===== src/hdl/sfp_defs.svh =====
// Constants for the serial flash pause, write-protect and status block
// Function
// - Pause pin falling while serial clock low enters the paused state.
// - Pause pin falling while clock high enters pause at next clock low.
// - Pause pin rising while serial clock low leaves the paused state.
// - Pause pin rising while clock high leaves pause at next clock low.
// - While paused, output floats; input and clock ignored; sequence state kept.
// - Deselect while paused resets interface; host resumes by raising pause, reselecting.
// - Status write refused when protect pin low and lock bit set.
// - Bit 0 shows busy, read-only, zero at power-up.
// - Bit 1 shows write enable latch; zero latch refuses program and erase.
// - Latch clears at power-up and after disable, byte program, erase, status write; auto-increment keeps it.
// - Bit 6 shows auto-increment mode, read-only, single-byte at power-up.
// - Bits 2 to 4 pick protected region; writes inside it are blocked.
// - Full-array erase runs only when all four level bits are zero.
// - Level bits 2 to 4 one at power-up; bit 5 and lock zero.
// - Protect pin low with lock set freezes lock and level bits.
// - Level codes map to none, top 1/16, 1/8, 1/4, 1/2, whole array.
// - Bit 5 is reserved, does not change the region, defaults zero.
// - Status read repeats the status byte until chip select rises.
`ifndef SFP_DEFS_SVH
`define SFP_DEFS_SVH

`define SFP_OPC_READ_STATUS 8'h05
`define SFP_OPC_WRITE_STATUS 8'h01
`define SFP_OPC_WRITE_ENABLE 8'h06
`define SFP_OPC_WRITE_DISABLE 8'h04
`define SFP_OPC_BYTE_PROG 8'h02
`define SFP_OPC_AINC_PROG 8'hAD
`define SFP_OPC_SECTOR_ERASE 8'h20
`define SFP_OPC_BLOCK32_ERASE 8'h52
`define SFP_OPC_BLOCK64_ERASE 8'hD8
`define SFP_OPC_CHIP_ERASE_A 8'h60
`define SFP_OPC_CHIP_ERASE_B 8'hC7

`define SFP_BIT_BUSY 0
`define SFP_BIT_WLATCH 1
`define SFP_BIT_LVL_LO 2
`define SFP_BIT_LVL_HI 5
`define SFP_BIT_AINC 6
`define SFP_BIT_LOCK 7

`define SFP_LVL_RESET 4'h7
`define SFP_LVL_ZERO 4'h0

`define SFP_PROT_1_16 20'hF_0000
`define SFP_PROT_1_8 20'hE_0000
`define SFP_PROT_1_4 20'hC_0000
`define SFP_PROT_1_2 20'h8_0000
`define SFP_PROT_ALL 20'h0_0000

`define SFP_BYTES_ERASE 3'h3
`define SFP_BYTES_PROG 3'h4
`define SFP_BYTES_AINC_FIRST 3'h5
`define SFP_BYTES_AINC_NEXT 3'h2
`define SFP_BYTES_STATUS 3'h1
`define SFP_BYTES_NONE 3'h0
`define SFP_BYTES_MAX 3'h7
`define SFP_AINC_STEP 21'h0_0002
`define SFP_BIT_LAST 3'h7

`endif


===== src/hdl/sfp_pkg.sv =====
// Types shared by the serial flash status block
package sfp_pkg;
    typedef enum logic [2:0] {
        SFP_OP_PROGRAM,
        SFP_OP_AINC,
        SFP_OP_SECTOR,
        SFP_OP_BLOCK32,
        SFP_OP_BLOCK64,
        SFP_OP_CHIP
    } sfp_op_t;

    typedef enum logic [1:0] {
        SFP_PH_CMD,
        SFP_PH_ARG,
        SFP_PH_STAT
    } sfp_phase_t;
endpackage


===== src/hdl/sfp_sync.sv =====
// Two-stage synchroniser for the serial pins
`timescale 1ns/1ps
module sfp_sync #(
    parameter int WIDTH = 5
) (
    input wire logic i_clock,
    input wire logic i_srst,
    input wire logic [WIDTH-1:0] i_async,
    output logic [WIDTH-1:0] o_sync
);
    logic [WIDTH-1:0] meta_r;
    logic [WIDTH-1:0] sync_r;

    // ----------------------------------------
    // Stages
    // ----------------------------------------
    // Resets to all ones: idle level of the active-low pins
    always_ff @(posedge i_clock) begin
        if (i_srst) begin
            meta_r <= '1;
            sync_r <= '1;
        end else begin
            meta_r <= i_async;
            sync_r <= meta_r;
        end
    end

    assign o_sync = sync_r;
endmodule


===== src/hdl/sfp_prot_decode.sv =====
// Protected-region decoder for the level bits
`timescale 1ns/1ps
`include "sfp_defs.svh"
module sfp_prot_decode (
    input wire logic [2:0] i_level,
    input wire logic [19:0] i_addr,
    output logic o_protected
);
    logic [19:0] floor_addr;
    logic none;

    // ----------------------------------------
    // Decode
    // ----------------------------------------
    // The reserved fourth level bit is not an input at all
    always_comb begin
        none = 1'b0;
        floor_addr = `SFP_PROT_ALL;
        case (i_level)
            3'h0: none = 1'b1;
            3'h1: floor_addr = `SFP_PROT_1_16;
            3'h2: floor_addr = `SFP_PROT_1_8;
            3'h3: floor_addr = `SFP_PROT_1_4;
            3'h4: floor_addr = `SFP_PROT_1_2;
            default: floor_addr = `SFP_PROT_ALL;
        endcase
        o_protected = !none && (i_addr >= floor_addr);
    end
endmodule


===== src/hdl/sfp_top.sv =====
// Serial flash pause control, write protection and status register
`timescale 1ns/1ps
`include "sfp_defs.svh"
module sfp_top
    import sfp_pkg::*;
(
    input wire logic i_clock,
    input wire logic i_srst,
    input wire logic i_cs_n,
    input wire logic i_sck,
    input wire logic i_si,
    input wire logic i_hold_n,
    input wire logic i_wp_n,
    input wire logic i_op_done,
    output logic o_so,
    output logic o_so_oe,
    output logic o_op_start,
    output sfp_op_t o_op_kind,
    output logic [23:0] o_op_addr,
    output logic [15:0] o_op_data,
    output logic [7:0] o_status,
    output logic o_paused
);
    // ----------------------------------------
    // Pin sampling
    // ----------------------------------------
    logic [4:0] pins;
    logic cs_n;
    logic sck;
    logic si;
    logic hold_n;
    logic wp_n;

    sfp_sync #(.WIDTH(5)) u_sync (
        .i_clock(i_clock),
        .i_srst(i_srst),
        .i_async({i_cs_n, i_sck, i_si, i_hold_n, i_wp_n}),
        .o_sync(pins)
    );
    assign {cs_n, sck, si, hold_n, wp_n} = pins;

    // ----------------------------------------
    // State
    // ----------------------------------------
    logic sck_d_r, sck_d_nxt;
    logic cs_d_r, cs_d_nxt;
    logic paused_r, paused_nxt;
    sfp_phase_t phase_r, phase_nxt;
    logic [2:0] bitcnt_r, bitcnt_nxt;
    logic [7:0] shift_r, shift_nxt;
    logic [7:0] cmd_r, cmd_nxt;
    logic [2:0] nbytes_r, nbytes_nxt;
    logic [39:0] args_r, args_nxt;
    logic [2:0] out_idx_r, out_idx_nxt;
    logic [7:0] snap_r, snap_nxt;
    logic busy_r, busy_nxt;
    logic wlatch_r, wlatch_nxt;
    logic ainc_r, ainc_nxt;
    logic [3:0] lvl_r, lvl_nxt;
    logic lock_r, lock_nxt;
    logic [20:0] ainc_addr_r, ainc_addr_nxt;
    sfp_op_t kind_r, kind_nxt;
    logic so_r, so_nxt;
    logic so_oe_r, so_oe_nxt;
    logic start_r, start_nxt;
    logic [23:0] op_addr_r, op_addr_nxt;
    logic [15:0] op_data_r, op_data_nxt;

    logic sck_rise;
    logic sck_fall;
    logic cs_rise;
    logic [7:0] byte_in;
    logic [7:0] status;
    logic [19:0] chk_addr;
    logic chk_prot;
    logic locked;

    assign sck_rise = sck && !sck_d_r;
    assign sck_fall = !sck && sck_d_r;
    assign cs_rise = cs_n && !cs_d_r;
    assign byte_in = {shift_r[6:0], si};
    assign status = {lock_r, ainc_r, lvl_r, wlatch_r, busy_r};
    assign locked = !wp_n && lock_r;

    // Byte program carries one data byte after the address, auto-increment two; others end on it
    always_comb begin
        case (cmd_r)
            `SFP_OPC_BYTE_PROG: chk_addr = args_r[27:8];
            `SFP_OPC_AINC_PROG: chk_addr = ainc_r ? ainc_addr_r[19:0] : args_r[35:16];
            default: chk_addr = args_r[19:0];
        endcase
        if (busy_r) begin
            chk_addr = ainc_addr_r[19:0];
        end
    end

    sfp_prot_decode u_prot (
        .i_level(lvl_r[2:0]),
        .i_addr(chk_addr),
        .o_protected(chk_prot)
    );

    // ----------------------------------------
    // Next state
    // ----------------------------------------
    always_comb begin
        sck_d_nxt = sck;
        cs_d_nxt = cs_n;
        paused_nxt = paused_r;
        phase_nxt = phase_r;
        bitcnt_nxt = bitcnt_r;
        shift_nxt = shift_r;
        cmd_nxt = cmd_r;
        nbytes_nxt = nbytes_r;
        args_nxt = args_r;
        out_idx_nxt = out_idx_r;
        snap_nxt = snap_r;
        busy_nxt = busy_r;
        wlatch_nxt = wlatch_r;
        ainc_nxt = ainc_r;
        lvl_nxt = lvl_r;
        lock_nxt = lock_r;
        ainc_addr_nxt = ainc_addr_r;
        kind_nxt = kind_r;
        so_nxt = so_r;
        start_nxt = 1'b0;
        op_addr_nxt = op_addr_r;
        op_data_nxt = op_data_r;

        // While selected, pause follows the pin only in the clock low phase, so a change seen
        // while the clock is high waits for the next low level by itself
        if (cs_n) begin
            paused_nxt = paused_r && !hold_n;
        end else if (!sck) begin
            paused_nxt = !hold_n;
        end

        if (cs_n) begin
            phase_nxt = SFP_PH_CMD;
            bitcnt_nxt = '0;
            shift_nxt = '0;
            out_idx_nxt = '0;
        end else if (!paused_r) begin
            // Clock edges while paused never reach the counters
            if (sck_rise && phase_r != SFP_PH_STAT) begin
                shift_nxt = byte_in;
                bitcnt_nxt = bitcnt_r + 3'h1;
                if (bitcnt_r == `SFP_BIT_LAST) begin
                    if (phase_r == SFP_PH_CMD) begin
                        cmd_nxt = byte_in;
                        nbytes_nxt = `SFP_BYTES_NONE;
                        if (byte_in == `SFP_OPC_READ_STATUS) begin
                            phase_nxt = SFP_PH_STAT;
                        end else begin
                            phase_nxt = SFP_PH_ARG;
                        end
                    end else begin
                        args_nxt = {args_r[31:0], byte_in};
                        if (nbytes_r != `SFP_BYTES_MAX) begin
                            nbytes_nxt = nbytes_r + 3'h1;
                        end
                    end
                end
            end
            if (sck_fall && phase_r == SFP_PH_STAT) begin
                // Fresh snapshot at each byte so polling sees busy drop
                if (out_idx_r == 3'h0) begin
                    snap_nxt = status;
                    so_nxt = status[`SFP_BIT_LOCK];
                end else begin
                    so_nxt = snap_r[~out_idx_r];
                end
                out_idx_nxt = out_idx_r + 3'h1;
            end
        end
        so_oe_nxt = !cs_n && !paused_nxt && phase_r == SFP_PH_STAT;

        // Command execution on deselect; while busy only status polling works
        if (cs_rise && !paused_r && phase_r == SFP_PH_ARG && !busy_r) begin
            case (cmd_r)
                `SFP_OPC_WRITE_ENABLE: begin
                    if (nbytes_r == `SFP_BYTES_NONE) begin
                        wlatch_nxt = 1'b1;
                    end
                end
                `SFP_OPC_WRITE_DISABLE: begin
                    if (nbytes_r == `SFP_BYTES_NONE) begin
                        wlatch_nxt = 1'b0;
                        ainc_nxt = 1'b0;
                    end
                end
                `SFP_OPC_WRITE_STATUS: begin
                    if (nbytes_r == `SFP_BYTES_STATUS && wlatch_r) begin
                        wlatch_nxt = 1'b0;
                        if (!locked) begin
                            lvl_nxt = args_r[`SFP_BIT_LVL_HI:`SFP_BIT_LVL_LO];
                            lock_nxt = args_r[`SFP_BIT_LOCK];
                        end
                    end
                end
                `SFP_OPC_BYTE_PROG: begin
                    if (nbytes_r == `SFP_BYTES_PROG && wlatch_r && !chk_prot) begin
                        start_nxt = 1'b1;
                        kind_nxt = SFP_OP_PROGRAM;
                        op_addr_nxt = args_r[31:8];
                        op_data_nxt = {8'h00, args_r[7:0]};
                    end
                end
                `SFP_OPC_AINC_PROG: begin
                    if (!ainc_r && nbytes_r == `SFP_BYTES_AINC_FIRST && wlatch_r
                        && !chk_prot) begin
                        start_nxt = 1'b1;
                        ainc_nxt = 1'b1;
                        kind_nxt = SFP_OP_AINC;
                        op_addr_nxt = {args_r[39:17], 1'b0};
                        op_data_nxt = args_r[15:0];
                        ainc_addr_nxt = {1'b0, args_r[35:17], 1'b0} + `SFP_AINC_STEP;
                    end else if (ainc_r && nbytes_r == `SFP_BYTES_AINC_NEXT && wlatch_r) begin
                        start_nxt = 1'b1;
                        kind_nxt = SFP_OP_AINC;
                        op_addr_nxt = {4'h0, ainc_addr_r[19:0]};
                        op_data_nxt = args_r[15:0];
                        ainc_addr_nxt = ainc_addr_r + `SFP_AINC_STEP;
                    end
                end
                `SFP_OPC_SECTOR_ERASE, `SFP_OPC_BLOCK32_ERASE, `SFP_OPC_BLOCK64_ERASE: begin
                    if (nbytes_r == `SFP_BYTES_ERASE && wlatch_r && !chk_prot) begin
                        start_nxt = 1'b1;
                        op_addr_nxt = args_r[23:0];
                        op_data_nxt = '0;
                        if (cmd_r == `SFP_OPC_SECTOR_ERASE) begin
                            kind_nxt = SFP_OP_SECTOR;
                        end else if (cmd_r == `SFP_OPC_BLOCK32_ERASE) begin
                            kind_nxt = SFP_OP_BLOCK32;
                        end else begin
                            kind_nxt = SFP_OP_BLOCK64;
                        end
                    end
                end
                `SFP_OPC_CHIP_ERASE_A, `SFP_OPC_CHIP_ERASE_B: begin
                    if (nbytes_r == `SFP_BYTES_NONE && wlatch_r
                        && lvl_r == `SFP_LVL_ZERO) begin
                        start_nxt = 1'b1;
                        kind_nxt = SFP_OP_CHIP;
                        op_addr_nxt = '0;
                        op_data_nxt = '0;
                    end
                end
                default: begin
                end
            endcase
        end
        if (start_nxt) begin
            busy_nxt = 1'b1;
        end

        // Completion from the array engine; auto-increment keeps the latch
        // until it runs into protected space or off the top of the array
        if (i_op_done && busy_r) begin
            busy_nxt = 1'b0;
            if (kind_r != SFP_OP_AINC || ainc_addr_r[20] || chk_prot) begin
                wlatch_nxt = 1'b0;
                ainc_nxt = 1'b0;
            end
        end
    end

    // ----------------------------------------
    // Registers
    // ----------------------------------------
    always_ff @(posedge i_clock) begin
        if (i_srst) begin
            sck_d_r <= 1'b0;
            cs_d_r <= 1'b1;
            paused_r <= 1'b0;
            phase_r <= SFP_PH_CMD;
            bitcnt_r <= '0;
            shift_r <= '0;
            cmd_r <= '0;
            nbytes_r <= '0;
            args_r <= '0;
            out_idx_r <= '0;
            snap_r <= '0;
            busy_r <= 1'b0;
            wlatch_r <= 1'b0;
            ainc_r <= 1'b0;
            lvl_r <= `SFP_LVL_RESET;
            lock_r <= 1'b0;
            ainc_addr_r <= '0;
            kind_r <= SFP_OP_PROGRAM;
            so_r <= 1'b0;
            so_oe_r <= 1'b0;
            start_r <= 1'b0;
            op_addr_r <= '0;
            op_data_r <= '0;
        end else begin
            sck_d_r <= sck_d_nxt;
            cs_d_r <= cs_d_nxt;
            paused_r <= paused_nxt;
            phase_r <= phase_nxt;
            bitcnt_r <= bitcnt_nxt;
            shift_r <= shift_nxt;
            cmd_r <= cmd_nxt;
            nbytes_r <= nbytes_nxt;
            args_r <= args_nxt;
            out_idx_r <= out_idx_nxt;
            snap_r <= snap_nxt;
            busy_r <= busy_nxt;
            wlatch_r <= wlatch_nxt;
            ainc_r <= ainc_nxt;
            lvl_r <= lvl_nxt;
            lock_r <= lock_nxt;
            ainc_addr_r <= ainc_addr_nxt;
            kind_r <= kind_nxt;
            so_r <= so_nxt;
            so_oe_r <= so_oe_nxt;
            start_r <= start_nxt;
            op_addr_r <= op_addr_nxt;
            op_data_r <= op_data_nxt;
        end
    end

    // ----------------------------------------
    // Outputs
    // ----------------------------------------
    assign o_so = so_r;
    assign o_so_oe = so_oe_r;
    assign o_op_start = start_r;
    assign o_op_kind = kind_r;
    assign o_op_addr = op_addr_r;
    assign o_op_data = op_data_r;
    assign o_status = {lock_r, ainc_r, lvl_r, wlatch_r, busy_r};
    assign o_paused = paused_r;
endmodule


===== config.mk =====
export PLATFORM = sky130hd
export DESIGN_NAME = sfp_top
export DESIGN_NICKNAME = d
export VERILOG_FILES = /design/src/hdl/sfp_pkg.sv /design/src/hdl/sfp_sync.sv /design/src/hdl/sfp_prot_decode.sv /design/src/hdl/sfp_top.sv
export VERILOG_INCLUDE_DIRS = /design/src /design/src/hdl
export SDC_FILE = /design/constraint.sdc
export NUM_CORES = 1
export LEC_CHECK = 0
export ABC_AREA = 1
export ABC_CLOCK_PERIOD_IN_PS = 3600
export BUFFER_PORTS_ARGS = -buffer_cell sky130_fd_sc_hd__buf_2
export CORE_MARGIN = 10
export CORE_UTILIZATION = 55
export DETAILED_ROUTE_END_ITERATION = 10
export PLACE_DENSITY = 0.77
export SYNTH_ARGS = -nofsm -noshare
export SYNTH_HDL_FRONTEND = slang
export SYNTH_SLANG_ARGS = --single-unit

===== constraint.sdc =====
create_clock -name i_clock -period 3.6 [get_ports i_clock]
set_clock_uncertainty 0.15 [all_clocks]
set_input_delay 0.9 -clock i_clock [delete_from_list [all_inputs] [get_ports i_clock]]
set_output_delay 0.9 -clock i_clock [all_outputs]
set_load 0.02 [all_outputs]

==> results.ini, run 1 <==
[sta]
worst_pin_slew_ns=1.04
max_freq_mhz=275
final_hold_viol_count=0
period_needed_ns=3.64
rsz0062_at_grt=true
fin_crit_sh_pct=101
slew-limit-headroom_pct=30.1
hold-worst-slack_ns=0.258
worst_slack_ns=-0.0360
tns_ns=-0.0547
drv_slew=0
setup_viol=2

[critical_path]
r2r_end=ainc_addr_r[11]
cp-start-kind=flop
reg2regPathDepth=25
worstPathRequired_ns=3.78
cp_max_fo=8
max_stage_delay_ns=0.38
arrival_ns=3.82
reg2reg_slack_ns=-0.04
endpoint=ainc_addr_r[11]
crit_family=simple AND/OR/NAND/NOR gates
setup.worst_path.start=cmd_r[5]
crit_type=flop to flop
cp.buffers_inverters=5
cpMaxStageDelayCell=dfxtp_4
r2r_start=cmd_r[5]
endpoint_kind=flop
worstSetupPathDepth=25

[global_routing]
grt_usage_pct=23.7
grt_overflow_total=0
antenna_found_initial=0
grt_pass1_vias=7426
grt_pass1_wl_mm=38.8
grt_max_degree=55

[drt]
drt-met1-wl_mm=10.7
dr.pass1.iters=5
drt_iter0_drc=1067
vias=8338
dr_wl_met3_mm=2.65
routed_wl_mm=25.0
avgRoutedWirePerCell_um=17.6
avgViaCountPerCell=5.85
drc=0
top_layer=met4
wl_met2_mm=11.2
drtAntennaViolNets=0

[clocking]
cts_tree=yes
path_clk_slew_ns=0.06
clk_path_buf_depth=2
cts-htree-levels=4
clock_sinks=161
cts_buffers=17
insertion_delay_ns=0.43
clock-root-buffer=clkbuf_16

[final_layout]
multiInputGateArea_um2=4470
drive_gt1_share_pct=25.1
fin_area_um2=10100
antenna_cells=0
utilization_pct=69.2
num-nets-final=1251
area_growth_pct=23.5
fillers=1186
seq_area_um2=3240

[synthesis]
ys_types=54
mappedNetlistArea_um2=8150
synth_top_area_cell=dfxtp_1
avgSynthCellArea_um2=7.22
yosys_register_bits=161
ys_seq_area_share_pct=39.6
synth_ff_type=dfxtp_1
synth_most_common_cell=dfxtp_1
synth_top_area_share_pct=39.6
syn_inst=1129
synth_area_leaders=dfxtp_1 (40%), o21ai_0 (7.1%), nand2_1 (6.6%)
synthArstFlopShare_pct=0
yosysWarnings=0
ys_top_cells_by_count=dfxtp_1 (161), nand2_1 (143), nor2_1 (136), inv_1 (116), o21ai_0 (116)
synth_edf_count=0
syn_nets=1152

[min_path]
hp-class=flop to flop
hold_path_depth=1

[floorplan]
initial_core_util_pct=56.1
ioPinCount=63
die_area_um2=20100
fp.dieH_um=142
die_w_um=142
rows=44
core_area_um2=14500

[place]
placed_cell_area_um2=8830
dp_hpwl_mm=17.3
gp_congestion=1.01
numPortBuffers=62

[flow_run]
maxCapViolations=0

[power]
static-leakage-power_nw=4.28
ir_drop_uv=339
powerDensity_nw_per_um2=379
power_mw=3.81

[status]
status=complete, but fails checks
violations=negative setup slack

[worst register-to-register path: stages, from the launching register on]
cell	delay (ns)
dfxtp_4	0.38
inv_4	0.05
nand2_4	0.08
nor2_4	0.05
nand2_4	0.06
inv_4	0.04
buf_4	0.14
a221oi_2	0.25
o21ai_1	0.11
ha_1	0.34
nand2_1	0.10
nor2_1	0.06
a211oi_2	0.18
nand2_2	0.13
nand2_8	0.13
buf_12	0.14
nand3_4	0.08
nand2_4	0.13
ha_4	0.15
nand3_4	0.12
nor3_4	0.22
nand2_1	0.12
nand2_1	0.10
nand2_2	0.05
o21ai_2	0.12
inv_1	0.04
[sequential cells by signal, summed over array words and instances, names as in the netlist, 4 cells and up]
name / flops
ainc_addr_r: 20
args_r: 40
cmd_r: 8
lvl_r: 4
o_op_addr: 24
o_op_data: 16
shift_r: 7
snap_r: 8
u_sync.meta_r: 5
u_sync.o_sync: 5
[cell families after synthesis]
family	synth area share, %
AND/OR/NAND/NOR	26.2
XOR/XNOR	0.860
buffers and inverters	10.0
adder cells (fa/ha/maj)	2.30
AO/OA/AOI/OAI	21.0
flip-flops	39.6
[final cells by class]
type,instances,area share (%)
well taps,184,2.29
clock inverters,11,1.75
inverters,131,5.35
clock buffers,21,4.58
flip-flops and latches,161,32.2
repair buffers,138,9.32
multi-input cells,779,44.5
[cell usage in the layout, fill, tap and decap left out, drive strengths merged, types with 4 or more instances in the layout]
cell type / instances
a211oi: 23
nor2: 154
clkbuf: 21
o21ai: 126
o21a: 4
o221ai: 7
nor3: 27
or2: 10
nor4: 5
bufinv: 5
nand3: 62
inv: 130
nand4: 18
dfxtp: 161
o21bai: 4
clkinv: 6
o22ai: 22
buf: 138
a21oi: 103
o211ai: 4
xor2: 5
ha: 15
nand2: 172
[per-stage QoR]
step,std cells,setup WS [ns]
after CTS,1414,0.00780
final,1425,-0.0360
after global routing,1425,-0.221
after detailed placement,1369,-0.190
after global placement,1369,-0.116
after floorplan,1129,0.0396
[how the worst min path moves through the flow]
| stage | from | to |
|---|---|---|
| after floorplan | u_sync.meta_r[0] | u_sync.o_sync[0] |
| after CTS | u_sync.meta_r[1] | u_sync.o_sync[1] |
| after global placement | u_sync.meta_r[1] | u_sync.o_sync[1] |
| after detailed placement | u_sync.meta_r[1] | u_sync.o_sync[1] |
| final | u_sync.meta_r[1] | u_sync.o_sync[1] |
| after global routing | u_sync.meta_r[1] | u_sync.o_sync[1] |
[power by group]
group / switching, mW / internal [mW] / total, mW
sequential: 0.00435 / 1.79 / 1.79
combinational: 0.0405 / 0.0166 / 0.0572
clock: 0.761 / 1.21 / 1.97
[metal layers]
metal / GRT usage, % / vias up
met1: 32.8 / 3858
li1: - / 3996
met3: 6.44 / 57
met4: 7.37 / 0
met5: 0 / -
met2: 34.9 / 427
[repair_timing]
action                                  CTS  global route
cloned                                    1             0
resized for setup                        39            76
hold buffers                              0             0
pin swaps                                19            44
endpoints found under the setup margin   51            63
setup buffers                            12            12
Power figures use the tool's default switching activity.
==> run 2: changes to the inputs <==
--- a/config.mk
+++ b/config.mk
@@ -8,11 +8,12 @@
 export LEC_CHECK = 0
 export ABC_AREA = 1
 export ABC_CLOCK_PERIOD_IN_PS = 3600
-export BUFFER_PORTS_ARGS = -buffer_cell sky130_fd_sc_hd__buf_2
 export CORE_MARGIN = 10
-export CORE_UTILIZATION = 55
+export CORE_UTILIZATION = 58
 export DETAILED_ROUTE_END_ITERATION = 10
-export PLACE_DENSITY = 0.77
+export DONT_BUFFER_PORTS = 1
+export PLACE_DENSITY = 0.76
+export SKIP_LAST_GASP = 1
 export SYNTH_ARGS = -nofsm -noshare
 export SYNTH_HDL_FRONTEND = slang
 export SYNTH_SLANG_ARGS = --single-unit
==> run 2 against run 1 <==
Effect of this change: the flow still finishes with violations (negative setup slack); worst hold slack better by 0.00068 ns; first-iteration DRC count is 40% higher; total power down 6.1%; largest cell class unchanged; core utilization up 2.1 points; critical path depth down 5; via count rose by 1.9%; sequential share of layout area is 0.55 points higher; final cell count down 4.1%; non-clock buffer count shrank 52; flip-flop and latch count unchanged; maximum frequency decreased by 2.9%; setup slack got worse by 0.11 ns.
==> results.ini, run 2 (synthesized netlist as in run 1, its figures left out) <==
[status]
status=complete, but fails checks
violations=negative setup slack

[sta]
worst_slack_ns=-0.145  ; -0.109 ns
drv_slew=0  ; unchanged
max_freq_mhz=267  ; -2.9%
fin_crit_sh_pct=104  ; +3.0 points
rsz0062_at_grt=true
worst_pin_slew_ns=0.911  ; -0.130 ns
period_needed_ns=3.74  ; +0.109 ns
final_hold_viol_count=0  ; unchanged
tns_ns=-1.86  ; -1.80 ns
slew-limit-headroom_pct=38.8  ; +8.7 points
setup_viol=34  ; +32

[final_layout]
top_register=args_r
final_cell_mix=dfxtp_1 (154), nor2_1 (131), nand2_1 (120)
fillers=1020  ; -14%
largest_register_ffs=40  ; unchanged
drive_gt1_share_pct=22.6  ; -2.5 points
antenna_cells=0  ; unchanged
final_common_cell=dfxtp_1
area_growth_pct=21.0
num-nets-final=1200  ; -4.1%
utilization_pct=71.3  ; +2.1 points
fin_area_um2=9860  ; -2.0%

[power]
static-leakage-power_nw=4.06  ; -5.1%
powerDensity_nw_per_um2=363  ; -4.2%
ir_drop_uv=287  ; -15%

[min_path]
hold_path_depth=1  ; unchanged
hp-class=flop to flop
whs_endpoint=u_sync.o_sync[0]
hp-start=u_sync.meta_r[0]

[floorplan]
ioPinCount=63  ; unchanged
rows=43  ; -2.3%
core_area_um2=13800  ; -4.9%
die_w_um=139  ; -2.3%
initial_core_util_pct=58.9  ; +2.9 points
fp.dieH_um=139  ; -2.3%
die_area_um2=19200  ; -4.5%

[clocking]
cts_buffers=17  ; unchanged
clk_path_buf_depth=2  ; unchanged
cts-htree-levels=4  ; unchanged
cts_tree=yes
clock-root-buffer=clkbuf_16
clock_sinks=161  ; unchanged
path_clk_slew_ns=0.06  ; about the same
ctsHoldBuffers=0  ; unchanged
insertion_delay_ns=0.44  ; about the same

[critical_path]
arrival_ns=3.92  ; +0.10 ns
reg2regPathDepth=20  ; -20%
r2r_start=cmd_r[0]
r2r_end=o_op_addr[8]
endpoint_kind=flop
cp_max_fo=16  ; +8
cp-start-kind=flop
reg2reg_slack_ns=-0.14  ; -0.11 ns
crit_type=flop to flop
worstPathRequired_ns=3.77  ; about the same

[drt]
avgRoutedWirePerCell_um=19.2  ; +9.1%
vias=8493  ; +1.9%
dr.pass1.iters=6  ; +1
drc=0  ; unchanged
routed_wl_mm=26.2  ; +4.6%
drt_iter0_drc=1497  ; +40%
avgViaCountPerCell=6.21  ; +6.2%
drtAntennaViolNets=0  ; unchanged

[global_routing]
grt_usage_pct=24.3  ; +0.64 points
grt_pass1_wl_mm=38.7  ; -0.29%
antenna_found_initial=0  ; unchanged
grt_max_degree=75  ; +36%
grt_pass1_vias=7326  ; -1.3%
grt_overflow_total=0  ; unchanged

[flow_run]
maxCapViolations=0  ; unchanged

[place]
placed_cell_area_um2=8520  ; -3.6%
numPortBuffers=0  ; -100%
dp_hpwl_mm=17.0  ; -1.6%
gp_congestion=0.979  ; -3.3%
preCtsSetupSlack_ns=-0.160  ; +0.0297 ns

[run 2: what timing repair did]
item | in CTS | in global routing
buffers inserted | 11 | 20
pin swaps | 16 | 41
gates resized for setup | 33 | 88
cloned | 3 | 1
endpoints found under the setup margin | 14 | 62
[run 2: worst max path at each step]
| stage | depth (start not counted) | end | slack [ns] | start |
|---|---|---|---|---|
| 2_1_floorplan | 26 | ainc_addr_r[9] | 0.04 | cmd_r[1] |
| 3_3_place_gp | 27 | ainc_addr_r[11] | 0.05 | cmd_r[3] |
| 3_5_place_dp | 28 | ainc_addr_r[11] | -0.16 | cmd_r[3] |
| 4_1_cts | 27 | ainc_addr_r[11] | 0.01 | cmd_r[2] |
| 5_1_grt | 24 | ainc_addr_r[11] | -0.28 | cmd_r[0] |
| 6_report | 20 | o_op_addr[8] | -0.14 | cmd_r[0] |
[run 2: stage by stage]
step                      instances  hold slack, ns  total power [mW]
after floorplan                1129           0.239              1.87
after global placement         1303           0.242              1.88
after detailed placement       1303           0.247              1.88
after CTS                      1346           0.264              3.59
after global routing           1367           0.267              3.67
final                          1367           0.259              3.58
[run 2: critical path: stages (launching register included)]
cell      delay, ns
dfxtp_4        0.37
inv_2          0.04
nand2_1        0.11
nor2_4         0.05
nand2_4        0.08
inv_4          0.04
buf_4          0.15
a221oi_2       0.28
o21ai_2        0.12
ha_1           0.33
buf_4          0.16
a211oi_4       0.26
nand2_4        0.10
buf_4          0.15
nand2_4        0.10
nand3_2        0.13
a21oi_1        0.19
nand4_1        0.20
buf_6          0.24
a211oi_1       0.30
nor2_1         0.06
[run 2: final cells by class]
class / count / area, um^2 / share of cell area, %
Tap cell: 180 / 225 / 2.28
Sequential cell: 161 / 3230 / 32.8
Clock inverter: 7 / 76.3 / 0.774
Inverter: 131 / 499 / 5.06
Timing Repair Buffer: 86 / 747 / 7.58
Clock buffer: 22 / 484 / 4.91
Multi-Input combinational cell: 780 / 4590 / 46.6
[run 2: layer usage]
layer / track usage [%] / up-vias / wire length, um
met4: 8.82 / 0 / 1070
met1: 33.4 / 3890 / 10700
met5: 0 / - / 0
met2: 35.7 / 601 / 11200
met3: 6.44 / 118 / 3200
li1: - / 3884 / -
[run 2: where the power goes]
| group | leakage, nW | switching [mW] | internal [mW] |
|---|---|---|---|
| logic | 2.49 | 0.0314 | 0.0142 |
| registers | 1.30 | 0.00470 | 1.79 |
| clock network | 0.271 | 0.728 | 1.02 |
==> run 3: changes to the inputs <==
--- a/config.mk
+++ b/config.mk
@@ -8,7 +8,7 @@
 export LEC_CHECK = 0
 export ABC_AREA = 1
 export ABC_CLOCK_PERIOD_IN_PS = 3600
-export CORE_MARGIN = 10
+export CORE_MARGIN = 2
 export CORE_UTILIZATION = 58
 export DETAILED_ROUTE_END_ITERATION = 10
 export DONT_BUFFER_PORTS = 1
==> run 3 against run 2 <==
Effect of this change: the run still ends with negative setup slack left; sequential share of layout area fell by 0.74 points; count of clock-buffer cells in the layout is 3 lower; register-to-register slack got worse by 0.15 ns; sequential power about the same; setup slack worse by 0.15 ns; combinational power fell by 2%; global-route usage up 7.1 points; first-iteration DRC count fell by 18%; maximum frequency decreased by 3.9%; critical endpoint is now o_op_addr[2]; largest cell class unchanged; highest routed layer is now met5.
==> results.ini, run 3 (synthesized netlist as in run 1, its figures left out) <==
[power]
intPower_mw=2.80  ; -0.65%
switching_share_pct=22.9  ; +1.6 points
pwr-share-clk_pct=49.4  ; +0.7 points
combPwrFrac_pct=1.2  ; about the same
ir_drop_uv=285  ; -0.67%
powerDensity_nw_per_um2=360  ; -0.92%
power_mw=3.63  ; +1.4%
p_seq_share_pct=49.3  ; -0.7 points
switchingPower_mw=0.833  ; +9.0%
static-leakage-power_nw=4.11  ; +1.1%

[global_routing]
grt_pass1_wl_mm=36.4  ; -5.9%
antenna_found_initial=0  ; unchanged
grt_usage_pct=31.4  ; +7.1 points
grt_pass1_vias=6825  ; -6.8%
grt_max_degree=67  ; -11%
grt_overflow_total=0  ; unchanged

[sta]
drv_slew=0  ; unchanged
setup_viol=60  ; +76%
worst_slack_ns=-0.298  ; -0.153 ns
period_needed_ns=3.90  ; +0.153 ns
final_hold_viol_count=0  ; unchanged
fin_crit_sh_pct=108  ; +4.3 points
rsz0062_at_grt=true
tns_ns=-8.50  ; -6.64 ns
hold-worst-slack_ns=0.259  ; -0.0000250 ns
worst_pin_slew_ns=0.718  ; -0.194 ns
max_freq_mhz=257  ; -3.9%
slew-limit-headroom_pct=52.1  ; +13 points

[clocking]
path_clk_slew_ns=0.06  ; about the same
ctsHoldBuffers=0  ; unchanged
clock_sinks=161  ; unchanged
clk_path_buf_depth=2  ; unchanged
clock-root-buffer=clkbuf_16
insertion_delay_ns=0.44  ; about the same
cts-htree-levels=4  ; unchanged
cts_tree=yes
cts_buffers=17  ; unchanged

[critical_path]
max_stage_delay_ns=0.38  ; about the same
r2r_end=o_op_addr[2]
cpMaxStageDelayCell=a211oi_1
reg2reg_slack_ns=-0.30  ; -0.15 ns
endpoint_kind=flop
cp_cell_sequence=inv_4 > nand2_2 > nor2_4 > nand2_4 > buf_6 > nor3_1 > a221oi_2 > o21ai_2 > ha_4 > nand2_2 > nor2_1 > a211oi_2 > nand2_2 > nand2_8 > buf_4 > nand4_1 > nand2_1 > nand4_1 > buf_12 > a211oi_1 > nor2_1
arrival_ns=4.06  ; +0.14 ns
worstPathRequired_ns=3.77  ; about the same
cp.buffers_inverters=4  ; -2
cp_max_fo=20  ; +4
crit_family=simple AND/OR/NAND/NOR gates
path_common_cell=nand2_2
reg2regPathDepth=21  ; +5.0%
crit_type=flop to flop
r2r_start=cmd_r[6]
cp-start-kind=flop

[final_layout]
num-nets-final=1211  ; +0.92%
fillers=1024  ; +0.39%
final_common_cell=dfxtp_1
stdcell_count=1381  ; +1.0%
final_cell_mix=dfxtp_1 (153), nor2_1 (128), nand2_1 (114)
area_growth_pct=23.9
antenna_cells=0  ; unchanged
top_register=args_r
drive_gt1_share_pct=25.1  ; +2.6 points
largest_register_ffs=40  ; unchanged

[place]
dp_hpwl_mm=16.9  ; -0.55%
place_inst=1321  ; +1.4%
preCtsSetupSlack_ns=-0.0909  ; +0.0695 ns
numPortBuffers=0  ; unchanged
gp_congestion=0.948  ; -3.2%

[drt]
vias=8382  ; -1.3%
routed_wl_mm=26.1  ; -0.32%
avgViaCountPerCell=6.07  ; -2.3%
dr.pass1.iters=6  ; unchanged
drc=0  ; unchanged
drt_iter0_drc=1225  ; -18%
drtAntennaViolNets=0  ; unchanged
avgRoutedWirePerCell_um=18.9  ; -1.3%

[floorplan]
die_w_um=123  ; -12%
rows=43  ; unchanged
fp.dieH_um=123  ; -12%
ioPinCount=63  ; unchanged
initial_core_util_pct=59.1  ; +0.23 points
core_area_um2=13800  ; -0.39%
die_area_um2=15000  ; -22%

[min_path]
hold_path_depth=1  ; unchanged
hp-class=flop to flop
whs_endpoint=u_sync.o_sync[0]
hp-start=u_sync.meta_r[0]

[status]
status=complete, but fails checks
violations=negative setup slack

[flow_run]
maxCapViolations=0  ; unchanged

==> run 3: cell count changes in the layout (fill, tap and decap cells not counted), sizes merged <==
cell and change:
inv +2, clkinvlp +1, clkinv +3, buf +9, nand2 -1
==> run 3: timing repair <==
action,4_1_cts,5_1_grt
pin swaps,1,51
setup endpoints to repair,15,58
gates cloned,0,5
gates resized for setup,9,134
buffers inserted,0,23
hold endpoints to repair,0,0
==> run 3: stage by stage <==
stage | area [um^2] | util, %
floorplan | 8170 | -
global placement | 8690 | 63.1
detailed placement | 8690 | 63.1
CTS | 9290 | 67.5
global route | 10100 | 73.3
finish | 10100 | 73.3
==> run 3: how the worst max path moves through the flow <==
stage	slack (ns)	depth (start not counted)	endpoint	from
detailed placement	-0.09	30	ainc_addr_r[18]	cmd_r[3]
CTS	0.02	26	ainc_addr_r[13]	cmd_r[5]
global route	-0.33	25	ainc_addr_r[13]	cmd_r[6]
finish	-0.30	21	o_op_addr[2]	cmd_r[6]
floorplan	0.04	26	ainc_addr_r[9]	cmd_r[1]
global placement	-0.05	30	ainc_addr_r[18]	cmd_r[5]
==> run 3: power by group through the flow <==
stage                     combinational, mW  sequential (mW)  clock (mW)
after floorplan                      0.0392             1.83           0
after global placement               0.0428             1.83           0
after detailed placement             0.0432             1.83           0
after CTS                            0.0439             1.79        1.79
after global routing                 0.0505             1.79        1.87
final                                0.0449             1.79        1.80
==> run 3: area by class of cell <==
class / instances / area, um^2 / share of cell area [%]
clock buffer: 19 / 453 / 4.49
clock inverter: 13 / 126 / 1.25
inverter: 131 / 514 / 5.10
multi-input combinational: 779 / 4630 / 45.9
sequential: 161 / 3240 / 32.1
tap: 180 / 225 / 2.23
timing repair buffer: 98 / 903 / 8.95
==> run 3: metal layers <==
metal / vias up / routed length, um / GRT usage [%] / part of all wire (%)
li1: 3901 / - / - / -
met1: 3828 / 10700 / 45.3 / 41
met2: 559 / 11500 / 46.7 / 44
met3: 92 / 2970 / 7.43 / 11
met4: 2 / 895 / 8.98 / 3.4
met5: - / 50 / 0 / 0.19
